### src/hdl/gcb_map.svh
// offsets, field positions, reset values and masks of the pin config bank
`ifndef GCB_MAP_SVH
`define GCB_MAP_SVH

// register indices; byte address is four times the index
`define GCB_IDX_PIN_1_0   8'h23
`define GCB_IDX_PIN_1_1   8'h24
`define GCB_IDX_PIN_1_2   8'h25
`define GCB_IDX_PIN_1_3   8'h26
`define GCB_IDX_PIN_1_4   8'h27
`define GCB_IDX_PIN_1_5   8'h28
`define GCB_IDX_PIN_1_6   8'h29
`define GCB_IDX_PIN_1_7   8'h2a
`define GCB_IDX_PIN_2_0   8'h2b
`define GCB_IDX_PIN_2_1   8'h2c
`define GCB_IDX_PIN_2_2   8'h2d
`define GCB_IDX_PIN_2_3   8'h2e
`define GCB_IDX_DATA_OUT  8'h40
`define GCB_IDX_PIN_LEVEL 8'h41
`define GCB_IDX_IRQ_STAT  8'h42
`define GCB_IDX_IRQ_MASK  8'h43

// config register fields
`define GCB_BIT_DIR       0
`define GCB_BIT_POL       1
`define GCB_BIT_SEL_LO    2
`define GCB_BIT_SEL_HI    3
`define GCB_BIT_ODRAIN    7

// reset value and writable masks
`define GCB_CFG_RESET     8'h01
`define GCB_MASK_NARROW   8'h87
`define GCB_MASK_WIDE     8'h8f

// function select codes
`define GCB_SEL_GPIO      2'h0
`define GCB_SEL_ALT1      2'h1
`define GCB_SEL_ALT2      2'h2
`define GCB_SEL_ALT3      2'h3

// status bits
`define GCB_ST_EDGE0      0
`define GCB_ST_EDGE1      1

// axi responses
`define GCB_RESP_OKAY     2'h0
`define GCB_RESP_SLVERR   2'h2

`endif

### src/hdl/gcb_pkg.sv
// shared types of the pin config bank
package gcb_pkg;
  localparam int GCB_NPINS = 12;                // groups 1.0-1.7 and 2.0-2.3
  typedef logic [7:0]           gcb_cfg_t;      // one pin config byte
  typedef logic [GCB_NPINS-1:0] gcb_pinvec_t;   // one bit per pin
  typedef logic [1:0]           gcb_resp_t;     // axi response code
endpackage

### src/hdl/gcb_pin_bank.sv
// pin configuration bank for twelve gpio pins with axi4-lite access
`timescale 1ns/100ps
`include "gcb_map.svh"

module gcb_pin_bank
  import gcb_pkg::*;
(
  input  wire logic        aclk,
  input  wire logic        aresetn,
  // axi4-lite slave
  input  wire logic [9:0]  s_axi_awaddr,
  input  wire logic        s_axi_awvalid,
  output logic             s_axi_awready,
  input  wire logic [31:0] s_axi_wdata,
  input  wire logic [3:0]  s_axi_wstrb,
  input  wire logic        s_axi_wvalid,
  output logic             s_axi_wready,
  output logic [1:0]       s_axi_bresp,
  output logic             s_axi_bvalid,
  input  wire logic        s_axi_bready,
  input  wire logic [9:0]  s_axi_araddr,
  input  wire logic        s_axi_arvalid,
  output logic             s_axi_arready,
  output logic [31:0]      s_axi_rdata,
  output logic [1:0]       s_axi_rresp,
  output logic             s_axi_rvalid,
  input  wire logic        s_axi_rready,
  // pins, index 0..7 = 1.0..1.7, 8..11 = 2.0..2.3
  input  wire logic [11:0] pin_in,
  output logic [11:0]      pin_out,
  output logic [11:0]      pin_oe_n,
  // expansion bus data unit
  input  wire logic [7:0]  expansion_bus_data_out,
  input  wire logic        expansion_bus_data_drive,
  output logic [7:0]       expansion_bus_data_bit,
  // floppy controller outputs
  input  wire logic        floppy_drive_select_1,
  input  wire logic        floppy_motor_select_1,
  // keyboard controller port inputs
  output logic             kbc_port_pin_17,
  output logic             kbc_port_pin_16,
  output logic             kbc_port_pin_12,
  // irq routing
  output logic             irq_input_d,
  output logic             irq
);

  ////////////////////////////////////////////////////////////////////////////
  // helpers

  // writable bits of a pin config; 2.0-2.2 carry a two-bit select
  function automatic gcb_cfg_t cfg_mask(input int unsigned p);
    cfg_mask = (p >= 8 && p <= 10) ? `GCB_MASK_WIDE : `GCB_MASK_NARROW;
  endfunction

  // select field; bit 3 is always zero on narrow registers
  function automatic logic [1:0] sel_of(input gcb_cfg_t c);
    sel_of = c[`GCB_BIT_SEL_HI:`GCB_BIT_SEL_LO];
  endfunction

  // map a word index to a pin number, or 12 if not a pin config
  function automatic logic [3:0] pin_of(input logic [7:0] idx);
    if (idx >= `GCB_IDX_PIN_1_0 && idx <= `GCB_IDX_PIN_2_3) begin
      pin_of = 4'(idx - `GCB_IDX_PIN_1_0);
    end else begin
      pin_of = 4'hc;
    end
  endfunction

  ////////////////////////////////////////////////////////////////////////////
  // state

  gcb_cfg_t    cfg_reg [GCB_NPINS];   // per-pin config bytes
  gcb_pinvec_t data_out_reg;          // gpio output values
  gcb_pinvec_t in_meta_reg;           // first synchroniser stage
  gcb_pinvec_t in_sync_reg;           // second synchroniser stage
  gcb_pinvec_t level_prev_reg;        // logical level, last cycle
  logic [1:0]  irq_stat_reg;          // sticky edge events
  logic [1:0]  irq_mask_reg;          // 1 enables an event
  logic        aw_hold_reg;           // write address captured
  logic        w_hold_reg;            // write data captured
  logic [7:0]  aw_idx_reg;            // captured write word index
  logic [31:0] w_data_reg;            // captured write data
  logic [3:0]  w_strb_reg;            // captured write strobes
  gcb_pinvec_t pin_out_next;          // next pin output level
  gcb_pinvec_t pin_oe_n_next;         // next pin enable, low drives
  gcb_pinvec_t pol_vec;               // polarity bits gathered
  gcb_pinvec_t level;                 // pin value after polarity
  logic [1:0]  edge_set;              // edge events this cycle
  logic [1:0]  stat_clr;              // status read this cycle
  logic        do_write;              // commit captured write
  logic [7:0]  ar_idx;                // read word index
  logic [31:0] rd_value;              // read mux result
  gcb_resp_t   rd_resp;               // read answer code

  ////////////////////////////////////////////////////////////////////////////
  // pin input synchroniser

  // two flops before anything looks at a pin
  always_ff @(posedge aclk) begin
    if (!aresetn) begin
      in_meta_reg <= '0;
      in_sync_reg <= '0;
    end else begin
      in_meta_reg <= pin_in;
      in_sync_reg <= in_meta_reg;
    end
  end

  // logical value: inversion applies on the way in as well
  always_comb begin
    for (int p = 0; p < GCB_NPINS; p++) begin
      pol_vec[p] = cfg_reg[p][`GCB_BIT_POL];
    end
    level = in_sync_reg ^ pol_vec;
  end

  ////////////////////////////////////////////////////////////////////////////
  // axi write channel

  // a write lands once both address and data are held
  assign do_write = aw_hold_reg && w_hold_reg && !s_axi_bvalid;

  // address capture; ready stays low until the response is taken
  always_ff @(posedge aclk) begin
    if (!aresetn) begin
      s_axi_awready <= 1'b1;
      aw_hold_reg   <= 1'b0;
      aw_idx_reg    <= 8'h00;
    end else if (s_axi_awvalid && s_axi_awready) begin
      s_axi_awready <= 1'b0;
      aw_hold_reg   <= 1'b1;
      aw_idx_reg    <= s_axi_awaddr[9:2];
    end else if (do_write) begin
      aw_hold_reg   <= 1'b0;
    end else if (s_axi_bvalid && s_axi_bready) begin
      s_axi_awready <= 1'b1;
    end
  end

  // data capture, independent of the address
  always_ff @(posedge aclk) begin
    if (!aresetn) begin
      s_axi_wready <= 1'b1;
      w_hold_reg   <= 1'b0;
      w_data_reg   <= 32'h00000000;
      w_strb_reg   <= 4'h0;
    end else if (s_axi_wvalid && s_axi_wready) begin
      s_axi_wready <= 1'b0;
      w_hold_reg   <= 1'b1;
      w_data_reg   <= s_axi_wdata;
      w_strb_reg   <= s_axi_wstrb;
    end else if (do_write) begin
      w_hold_reg   <= 1'b0;
    end else if (s_axi_bvalid && s_axi_bready) begin
      s_axi_wready <= 1'b1;
    end
  end

  // response; unmapped words answer slverr and change nothing
  always_ff @(posedge aclk) begin
    if (!aresetn) begin
      s_axi_bvalid <= 1'b0;
      s_axi_bresp  <= `GCB_RESP_OKAY;
    end else if (do_write) begin
      s_axi_bvalid <= 1'b1;
      if (pin_of(aw_idx_reg) != 4'hc || aw_idx_reg == `GCB_IDX_DATA_OUT
          || aw_idx_reg == `GCB_IDX_PIN_LEVEL || aw_idx_reg == `GCB_IDX_IRQ_STAT
          || aw_idx_reg == `GCB_IDX_IRQ_MASK) begin
        s_axi_bresp <= `GCB_RESP_OKAY;
      end else begin
        s_axi_bresp <= `GCB_RESP_SLVERR;
      end
    end else if (s_axi_bvalid && s_axi_bready) begin
      s_axi_bvalid <= 1'b0;
    end
  end

  ////////////////////////////////////////////////////////////////////////////
  // register file

  // pin configs; reserved bits are masked off on every write
  always_ff @(posedge aclk) begin
    if (!aresetn) begin
      for (int p = 0; p < GCB_NPINS; p++) begin
        cfg_reg[p] <= `GCB_CFG_RESET;
      end
    end else if (do_write && w_strb_reg[0] && pin_of(aw_idx_reg) != 4'hc) begin
      // only byte lane 0 carries a config
      cfg_reg[pin_of(aw_idx_reg)] <=
        w_data_reg[7:0] & cfg_mask(32'(pin_of(aw_idx_reg)));
    end
  end

  // gpio output values and interrupt mask
  always_ff @(posedge aclk) begin
    if (!aresetn) begin
      data_out_reg <= '0;
      irq_mask_reg <= 2'h0;
    end else if (do_write) begin
      if (aw_idx_reg == `GCB_IDX_DATA_OUT) begin
        if (w_strb_reg[0]) data_out_reg[7:0]  <= w_data_reg[7:0];
        if (w_strb_reg[1]) data_out_reg[11:8] <= w_data_reg[11:8];
      end
      if (aw_idx_reg == `GCB_IDX_IRQ_MASK && w_strb_reg[0]) begin
        irq_mask_reg <= w_data_reg[1:0];
      end
    end
  end

  ////////////////////////////////////////////////////////////////////////////
  // axi read channel

  assign ar_idx = s_axi_araddr[9:2];

  // read mux; reserved and unused bits read zero
  always_comb begin
    rd_value = 32'h00000000;
    rd_resp  = `GCB_RESP_OKAY;
    if (pin_of(ar_idx) != 4'hc) begin
      rd_value[7:0] = cfg_reg[pin_of(ar_idx)];
    end else if (ar_idx == `GCB_IDX_DATA_OUT) begin
      rd_value[11:0] = data_out_reg;
    end else if (ar_idx == `GCB_IDX_PIN_LEVEL) begin
      rd_value[11:0] = level;
    end else if (ar_idx == `GCB_IDX_IRQ_STAT) begin
      rd_value[1:0] = irq_stat_reg;
    end else if (ar_idx == `GCB_IDX_IRQ_MASK) begin
      rd_value[1:0] = irq_mask_reg;
    end else begin
      rd_resp = `GCB_RESP_SLVERR;
    end
  end

  // one read at a time; data is latched with the address
  always_ff @(posedge aclk) begin
    if (!aresetn) begin
      s_axi_arready <= 1'b1;
      s_axi_rvalid  <= 1'b0;
      s_axi_rdata   <= 32'h00000000;
      s_axi_rresp   <= `GCB_RESP_OKAY;
    end else if (s_axi_arvalid && s_axi_arready) begin
      s_axi_arready <= 1'b0;
      s_axi_rvalid  <= 1'b1;
      s_axi_rdata   <= rd_value;
      s_axi_rresp   <= rd_resp;
    end else if (s_axi_rvalid && s_axi_rready) begin
      s_axi_rvalid  <= 1'b0;
      s_axi_arready <= 1'b1;
    end
  end

  ////////////////////////////////////////////////////////////////////////////
  // edge interrupts

  // events fire on either transition of the logical level
  always_comb begin
    edge_set = 2'h0;
    if (sel_of(cfg_reg[9]) == `GCB_SEL_ALT2) begin
      edge_set[`GCB_ST_EDGE0] = level[9] ^ level_prev_reg[9];
    end
    if (sel_of(cfg_reg[10]) == `GCB_SEL_ALT2) begin
      edge_set[`GCB_ST_EDGE1] = level[10] ^ level_prev_reg[10];
    end
    // a read of the status word clears what it returned
    stat_clr = (s_axi_arvalid && s_axi_arready && ar_idx == `GCB_IDX_IRQ_STAT)
               ? 2'h3 : 2'h0;
  end

  // level history; a polarity change can itself look like an edge
  always_ff @(posedge aclk) begin
    if (!aresetn) begin
      level_prev_reg <= '0;
    end else begin
      level_prev_reg <= level;
    end
  end

  // sticky status; a new event wins over a clearing read
  always_ff @(posedge aclk) begin
    if (!aresetn) begin
      irq_stat_reg <= 2'h0;
    end else begin
      irq_stat_reg <= (irq_stat_reg & ~stat_clr) | edge_set;
    end
  end

  // single level interrupt out
  always_ff @(posedge aclk) begin
    if (!aresetn) begin
      irq <= 1'b0;
    end else begin
      irq <= |(((irq_stat_reg & ~stat_clr) | edge_set) & irq_mask_reg);
    end
  end

  ////////////////////////////////////////////////////////////////////////////
  // pin drivers

  // pick each pin's source and drive, then apply type and polarity
  always_comb begin
    logic src;
    logic drv;
    src = 1'b0;
    drv = 1'b0;
    for (int p = 0; p < GCB_NPINS; p++) begin
      src = data_out_reg[p];
      drv = !cfg_reg[p][`GCB_BIT_DIR];
      if (p < 8 && sel_of(cfg_reg[p]) == `GCB_SEL_ALT1) begin
        // bus data is two-way; the bus unit decides direction
        src = expansion_bus_data_out[p[2:0]];
        drv = expansion_bus_data_drive;
      end
      if (p == 8 && sel_of(cfg_reg[8]) == `GCB_SEL_ALT2) begin
        src = floppy_drive_select_1;
      end
      if (p == 10 && sel_of(cfg_reg[10]) == `GCB_SEL_ALT3) begin
        src = floppy_motor_select_1;
      end
      src = src ^ cfg_reg[p][`GCB_BIT_POL];
      if (cfg_reg[p][`GCB_BIT_ODRAIN]) begin
        // open drain only ever pulls low
        pin_out_next[p]  = 1'b0;
        pin_oe_n_next[p] = !(drv && !src);
      end else begin
        pin_out_next[p]  = src;
        pin_oe_n_next[p] = !drv;
      end
    end
  end

  // registered pin outputs; after reset every pin is released
  always_ff @(posedge aclk) begin
    if (!aresetn) begin
      pin_out  <= '0;
      pin_oe_n <= '1;
    end else begin
      pin_out  <= pin_out_next;
      pin_oe_n <= pin_oe_n_next;
    end
  end

  ////////////////////////////////////////////////////////////////////////////
  // inputs handed to alternate-function units

  // unselected keyboard inputs idle high like a pulled-up port
  always_ff @(posedge aclk) begin
    if (!aresetn) begin
      expansion_bus_data_bit <= 8'h00;
      kbc_port_pin_17        <= 1'b1;
      kbc_port_pin_16        <= 1'b1;
      kbc_port_pin_12        <= 1'b1;
      irq_input_d            <= 1'b0;
    end else begin
      expansion_bus_data_bit <= level[7:0];
      kbc_port_pin_17 <= (sel_of(cfg_reg[8]) == `GCB_SEL_ALT1)
                         ? level[8] : 1'b1;
      kbc_port_pin_16 <= (sel_of(cfg_reg[9]) == `GCB_SEL_ALT1)
                         ? level[9] : 1'b1;
      // both 2.1 and 2.2 can feed port pin 12; 2.1 takes priority
      if (sel_of(cfg_reg[9]) == `GCB_SEL_ALT3) begin
        kbc_port_pin_12 <= level[9];
      end else if (sel_of(cfg_reg[10]) == `GCB_SEL_ALT1) begin
        kbc_port_pin_12 <= level[10];
      end else begin
        kbc_port_pin_12 <= 1'b1;
      end
      irq_input_d <= (sel_of(cfg_reg[11]) == `GCB_SEL_ALT1)
                     ? level[11] : 1'b0;
    end
  end

endmodule

### config.mk
export PLATFORM = sky130hd
export DESIGN_NAME = gcb_pin_bank
export DESIGN_NICKNAME = d
export VERILOG_FILES = /design/src/hdl/gcb_pkg.sv /design/src/hdl/gcb_pin_bank.sv
export VERILOG_INCLUDE_DIRS = /design/src /design/src/hdl
export SDC_FILE = /design/constraint.sdc
export NUM_CORES = 1
export LEC_CHECK = 0
export BUFFER_PORTS_ARGS = -buffer_cell sky130_fd_sc_hd__buf_2
export CAP_MARGIN = 20
export CORE_MARGIN = 2
export CORE_UTILIZATION = 43
export CTS_BUF_LIST = sky130_fd_sc_hd__clkbuf_2
export DETAILED_ROUTE_END_ITERATION = 6
export PLACE_DENSITY_LB_ADDON = 0.15
export SLEW_MARGIN = 10
export SYNTH_ARGS = -nofsm -noshare
export SYNTH_HDL_FRONTEND = slang
export SYNTH_SLANG_ARGS = --single-unit
export TNS_END_PERCENT = 5
### constraint.sdc
create_clock -name aclk -period 2.3 [get_ports aclk]
set_clock_uncertainty 0.05 [all_clocks]
set_input_delay 0 -clock aclk [delete_from_list [all_inputs] [get_ports aclk]]
set_output_delay 0 -clock aclk [all_outputs]
set_load 0.05 [all_outputs]
==> results of run 1 <==
==> cell families (layout without fill, tap and decap cells) <==
logic type                 Yosys count  after routing  synth area share, %
AOI/OAI and AO/OA                  159            159                 12.5
xor gates and xnor gates            29             29                 2.92
adders and majority gates            8              8                 1.12
buffers and inverters               89            392                 5.39
DFF                                198            198                 52.7
muxes                               36             36                 4.20
other                                1             33               0.0418
and+or+nand+nor                    343            343                 21.1
==> repair_timing <==
| item | in CTS | in global routing |
|---|---|---|
| hold buffers | 152 | 0 |
| resized for setup | 0 | 11 |
| setup endpoints to repair | 0 | 67 |
| hold endpoints to repair | 198 | 0 |
==> layout make-up <==
type | count | share of cell area [%]
clock buffer | 19 | 0.792
tap | 270 | 2.81
inverter | 11 | 0.344
clock inverter | 13 | 0.990
antenna | 1 | 0.0208
multi-input combinational | 607 | 32.5
sequential | 198 | 39.4
timing repair buffer | 349 | 23.2
==> layer usage <==
metal	vias to the layer above	global-route usage [%]
met5	-	0
met4	2	7.95
met3	50	4.72
met2	259	41.8
met1	3603	31.2
li1	3652	-
==> Yosys cell counts, types with 4 or more instances <==
cell / count / area, sq um
xnor2_1: 16 / 140
nor2_1: 34 / 128
a21boi_0: 26 / 195
o211ai_1: 6 / 45.0
nand3_1: 19 / 95.1
nor3_1: 15 / 75.1
nand2b_1: 13 / 81.3
xor2_1: 12 / 105
o21ai_0: 39 / 195
mux2i_1: 32 / 320
nand4_1: 4 / 25.0
ha_1: 8 / 100
and2_1: 77 / 482
nor3b_1: 4 / 30.0
dfxtp_1: 122 / 2440
clkbuf_1: 38 / 143
a31oi_1: 8 / 50.1
o221ai_1: 5 / 43.8
a21oi_1: 13 / 65.1
edfxtp_1: 76 / 2280
nor2b_1: 30 / 188
inv_1: 11 / 41.3
or3_1: 14 / 87.6
a22oi_1: 10 / 75.1
buf_4: 35 / 263
nor4_1: 7 / 43.8
nand2_1: 90 / 338
o21a_1: 6 / 45.0
o2111ai_1: 8 / 70.1
nand3b_1: 6 / 45.0
and3b_1: 11 / 96.3
==> cell usage in the layout, fill, tap and decap left out, types with 14 or more instances in the layout <==
| cell type | synthesis | routed |
|---|---|---|
| nor3_1 | 15 | 15 |
| conb_1 | 1 | 32 |
| clkbuf_2 | 1 | 19 |
| buf_2 | 1 | 114 |
| or3_1 | 14 | 14 |
| nor2b_1 | 30 | 30 |
| dlygate4sd3_1 | 0 | 152 |
| a21boi_0 | 26 | 26 |
| mux2i_1 | 32 | 32 |
| nor2_1 | 34 | 34 |
| xnor2_1 | 16 | 16 |
| nand2_1 | 90 | 89 |
| edfxtp_1 | 76 | 76 |
| dfxtp_1 | 122 | 120 |
| and2_1 | 77 | 75 |
| buf_4 | 35 | 77 |
| nand3_1 | 19 | 17 |
| o21ai_0 | 39 | 36 |
==> worst max-delay path by stage <==
stage | end | cells past startpoint
2_1_floorplan | cfg_reg[0][0] | 8
3_3_place_gp | s_axi_rdata[3] | 12
3_5_place_dp | s_axi_rdata[2] | 11
4_1_cts | s_axi_rdata[3] | 12
5_1_grt | s_axi_rdata[0] | 10
6_report | s_axi_rdata[0] | 10
==> power groups by stage <==
stage / Clock [mW] / Sequential, mW / Combinational [mW]
floorplan: 0 / 3.98 / 0.544
global placement: 0 / 3.93 / 0.895
detailed placement: 0 / 3.93 / 0.899
CTS: 1.69 / 3.87 / 1.10
global route: 1.81 / 3.88 / 1.20
finish: 1.65 / 3.87 / 1.12
==> worst register-to-register path: cells and delay by family, from the launching register on <==
kind	cells	cell delay, ns
AOI/OAI and AO/OA	3	0.67
adders and majority gates	1	0.22
buffers and inverters	2	0.25
DFF	1	0.45
and+or+nand+nor	1	0.31
==> stage by stage <==
| stage | std cells | instance area, sq um |
|---|---|---|
| after global routing | 1468 | 12000 |
| after detailed placement | 1283 | 10200 |
| final | 1468 | 12000 |
| after floorplan | 894 | 9080 |
| after CTS | 1467 | 12000 |
| after global placement | 1283 | 10200 |
==> impl_metrics.yaml, run 1 <==
run_status:
  status: "finished, violations left"
  violations: "negative setup slack"
place:
  hpwl_um: 18200
  io_buffers: 115
  gp_congestion: 0.938
  pre_cts_ws_ns: 0.0497
global_routing:
  grt_pass1_vias: 7476
  grt_util_all_layers_pct: 24.4
  grt_overflow: 0
  antenna_found_initial: 2
  grt_max_degree: 136
  grt_pass1_wl_um: 40700
yosys:
  synth_cell_types: 75
  ys_seq_area_share_pct: 52.7
  synth_warnings: 0
  synth-async-reset-ratio_pct: 0
  postSynthCellCount: 863
  syn-mean-instance-area_sq_um: 10.4
  synth_area_sq_um: 8960
  ys_ff_latch: 198
  synth_flop_cell: "dfxtp_1"
  synth-edff-count: 76
power:
  p_per_area_nw_per_um2: 553
  peakVddDrop_mv: 0.284
  leakage_nw: 4.90
  pwr-share-seq_pct: 58.3
  p_comb_share_pct: 16.9
  switching_share_pct: 29.4
  finalPower_mw: 6.64
  internal_power_mw: 4.68
  power_frac_clock_pct: 24.8
  p_switching_mw: 1.95
layout:
  ff_latch_area_sq_um: 4730
  final_util_pct: 58.9
  n_fill_cell: 1741
  area_delta_synth_final_pct: 34.0
  drive_above_1_share_pct: 21.1
  multiInputGateArea_sq_um: 3900
  fin_nets: 1278
  largest_reg_flops: 76
timing:
  timing_hold_violations_final: 0
  fmax_mhz: 424
  period_share_pct: 103
  timing.slew.headroom_pct: 47.6
  hold_slack_ns: 0.0878
  grt_setup_unrepaired: "true"
  setup_viol: 1
  setup_ws_ns: -0.0576
  worstMarginPinSlew_ns: 0.785
  setup-tns-final_ns: -0.0576
  min_period_ns: 2.36
  drv_slew: 0
detailed_routing:
  route.met2.wl_um: 13100
  drc: 0
  post_drt_wl_per_cell_um: 18.1
  dr.max_layer_used: "met5"
  firstDrtPassIters: 5
  vias_per_cell: 5.15
  wl_met3_um: 1540
  dr.first_iter.drc_count: 462
  met1Wirelength_um: 11400
  ant_nets: 0
  totalWireLength_um: 26600
  vias: 7566
worst_setup_path:
  critPathKind: "primary input to flip-flop"
  critPathLaunchType: "primary input"
  critPathBufInv: 4
  path_cells: "dlygate4sd3_1, buf_2, or4b_4, buf_4, nor3_4, o21ai_0, a211oi_1, o32ai_1, a31oi_1, dlygate4sd3_1"
  reg2reg_from: "aw_idx_reg[0]"
  r2r_end: "cfg_reg[0][0]"
  crit_arrival_ns: 3.06
  cp_top_family: "buffers and inverters"
  crit_path_frequent_cell: "dlygate4sd3_1"
  crit_path_top_delay_cell: "or4b_4"
  critPathMaxFanout: 6
  worst_setup_path_end_kind: "flip-flop"
  critical_path.startpoint: "s_axi_araddr[6]"
  r2r_cells: 7
  crit_path_max_incr_delay_ns: 0.59
  crit_required_ns: 3.00
  r2r_slack_ns: 0.13
cts:
  clkLatencyLatePin_ns: 0.79
  root_buffer: "clkbuf_2"
  cts_sinks: 198
  ctsHtreeMaxLevel: 4
  post_cts_buffers: 0
  numCtsBuffers: 17
  clock_path_buffers: 2
  clk_pin_slew_ns: 0.28
  cts_tree: "done"
hold_path:
  hold_depth: 3
  holdPathEnd: "pin_oe_n[7]"
  hp-class: "primary input to flip-flop"
  hold_start: "expansion_bus_data_drive"
floorplan:
  fp.dieW_um: 148
  die-area_sq_um: 22000
  row_count: 52
  die_h_um: 148
  io_pins: 164
  initial_core_util_pct: 44.0
  coreArea_sq_um: 20400
run:
  maxCapViolations: 0
Note: power is estimated with default switching activity, not from simulation.
==> inputs of run 2 (changes only) <==
--- a/config.mk
+++ b/config.mk
@@ -8,8 +8,9 @@
 export LEC_CHECK = 0
 export BUFFER_PORTS_ARGS = -buffer_cell sky130_fd_sc_hd__buf_2
 export CAP_MARGIN = 20
+export CORE_ASPECT_RATIO = 1.5
 export CORE_MARGIN = 2
-export CORE_UTILIZATION = 43
+export CORE_UTILIZATION = 52
 export CTS_BUF_LIST = sky130_fd_sc_hd__clkbuf_2
 export DETAILED_ROUTE_END_ITERATION = 6
 export PLACE_DENSITY_LB_ADDON = 0.15
==> impl_metrics.yaml, run 2 (synthesized netlist as in run 1, its figures left out) <==
run_status:
  status: "finished, violations left"
  violations: "negative setup slack"
power:
  leakage_nw: 4.85
  p_comb_share_pct: 16.0
  internal_power_mw: 4.80
  power_frac_clock_pct: 27.1
  p_switching_mw: 2.02
  switching_share_pct: 29.6
  finalPower_mw: 6.81
  p_per_area_nw_per_um2: 575
  peakVddDrop_mv: 0.339
  pwr-share-seq_pct: 56.9
place:
  hpwl_um: 17700
  post-place-cells: 1219
  io_buffers: 115
  gp_congestion: 0.972
worst_setup_path:
  crit_required_ns: 2.99
  crit_arrival_ns: 3.00
  critPathLaunchType: "primary input"
  critPathMaxFanout: 6
  crit_path_max_incr_delay_ns: 0.58
  path_cells: "dlygate4sd3_1, buf_2, inv_1, ha_1, dlygate4sd3_1, buf_4, nor2b_1, a221oi_1, o31ai_1, nand2_1, dlygate4sd3_1, a31oi_1"
  critPathKind: "primary input to flip-flop"
  r2r_cells: 8
  worst_setup_path_end_kind: "flip-flop"
  crit_path_top_delay_cell: "dlygate4sd3_1"
  crit_path_frequent_cell: "dlygate4sd3_1"
global_routing:
  grt_max_degree: 136
  grt_pass1_vias: 7544
  grt_util_all_layers_pct: 28.8
  grt_overflow: 0
  antenna_found_initial: 1
  grt_pass1_wl_um: 40300
floorplan:
  coreArea_sq_um: 16800
  row_count: 58
  fp.dieW_um: 111
  die_h_um: 165
  initial_core_util_pct: 53.2
  io_pins: 164
  die-area_sq_um: 18300
detailed_routing:
  vias_per_cell: 5.42
  post_drt_wl_per_cell_um: 18.7
  dr.first_iter.drc_count: 380
  firstDrtPassIters: 5
  ant_nets: 0
  drc: 0
  totalWireLength_um: 26300
  vias: 7594
layout:
  final_cell_mix: "dlygate4sd3_1, dfxtp_1, buf_2, nand2_1, buf_4"
  drive_above_1_share_pct: 20.9
  fin_nets: 1270
  stdcell_count: 1401
  largest_reg_flops: 76
  final_common_cell: "dlygate4sd3_1"
  area_delta_synth_final_pct: 32.3
timing:
  setup_ws_ns: -0.00439
  setup_viol: 1
  period_share_pct: 100
  timing_hold_violations_final: 0
  timing.slew.headroom_pct: 46.9
  drv_slew: 0
  grt_setup_unrepaired: "true"
  worstMarginPinSlew_ns: 0.795
  min_period_ns: 2.30
  fmax_mhz: 434
cts:
  cts_tree: "done"
  numCtsBuffers: 17
  clock_path_buffers: 2
  cts_sinks: 198
  clk_pin_slew_ns: 0.29
  clkLatencyLatePin_ns: 0.79
  root_buffer: "clkbuf_2"
  ctsHtreeMaxLevel: 4
run:
  maxCapViolations: 0
hold_path:
  hp-class: "primary input to flip-flop"
  hold_depth: 3
run 2: worst paths after layout:
check	startpoint	endpoint	slack (ns)
worst min-delay path	expansion_bus_data_drive	pin_oe_n[6]	0.07
worst max-delay path	s_axi_araddr[2]	s_axi_rdata[0]	-0.004
worst max register to register	aw_idx_reg[0]	cfg_reg[0][0]	0.12
worst min register to register	in_meta_reg[11]	in_sync_reg[11]	0.43
run 2: area by class of cell:
class	count	area, sq um
Antenna cell	2	5.00
Fill cell	1294	4980
Tap cell	210	263
Sequential cell	198	4730
Clock inverter	15	188
Clock buffer	17	85.1
Inverter	11	41.3
Multi-Input combinational cell	607	3890
Timing Repair Buffer	341	2660
run 2: power by group through the flow:
stage | clock network (mW) | logic, mW | registers [mW]
final | 1.85 | 1.09 | 3.88
after global routing | 2.01 | 1.16 | 3.89
after CTS | 1.88 | 1.06 | 3.87
after detailed placement | 0 | 0.867 | 3.94
after global placement | 0 | 0.860 | 3.94
after floorplan | 0 | 0.544 | 3.98
run 2: metrics by stage:
step | hold slack (ns) | worst slack (ns) | util [%] | setup TNS [ns] | cell area (sq um)
after floorplan | 0.0773 | -0.0349 | - | -1.36 | 9080
after global placement | 0.158 | 0.106 | 59.8 | 0 | 10100
after detailed placement | 0.160 | 0.0768 | 59.8 | 0 | 10100
after CTS | 0.0157 | 0.0179 | 70.3 | 0 | 11800
after global routing | 0.00575 | -0.0128 | 70.4 | -0.0678 | 11900
final | 0.0695 | -0.00439 | 70.4 | -0.00439 | 11900
run 2: critical path: cells and delay by family:
kind | cells | cell delay [ns]
buffers and inverters | 6 | 2.09
adder cells (fa/ha/maj) | 1 | 0.23
AND/OR/NAND/NOR | 2 | 0.20
AO/OA/AOI/OAI | 3 | 0.48
run 2: what timing repair did:
item                       4_1_cts  5_1_grt
setup endpoints to repair        0      126
hold buffers                   148        0
hold endpoints to repair       198        0
gates resized for setup          0       11
buffers inserted                 0        0
run 2: routing by layer:
layer	vias to the layer above	share of wire, %	track usage [%]
li1	3643	-	-
met1	3622	38	32.6
met2	273	53	53.5
met3	56	5.2	4.88
met4	0	3.5	12.3
met5	-	0	0
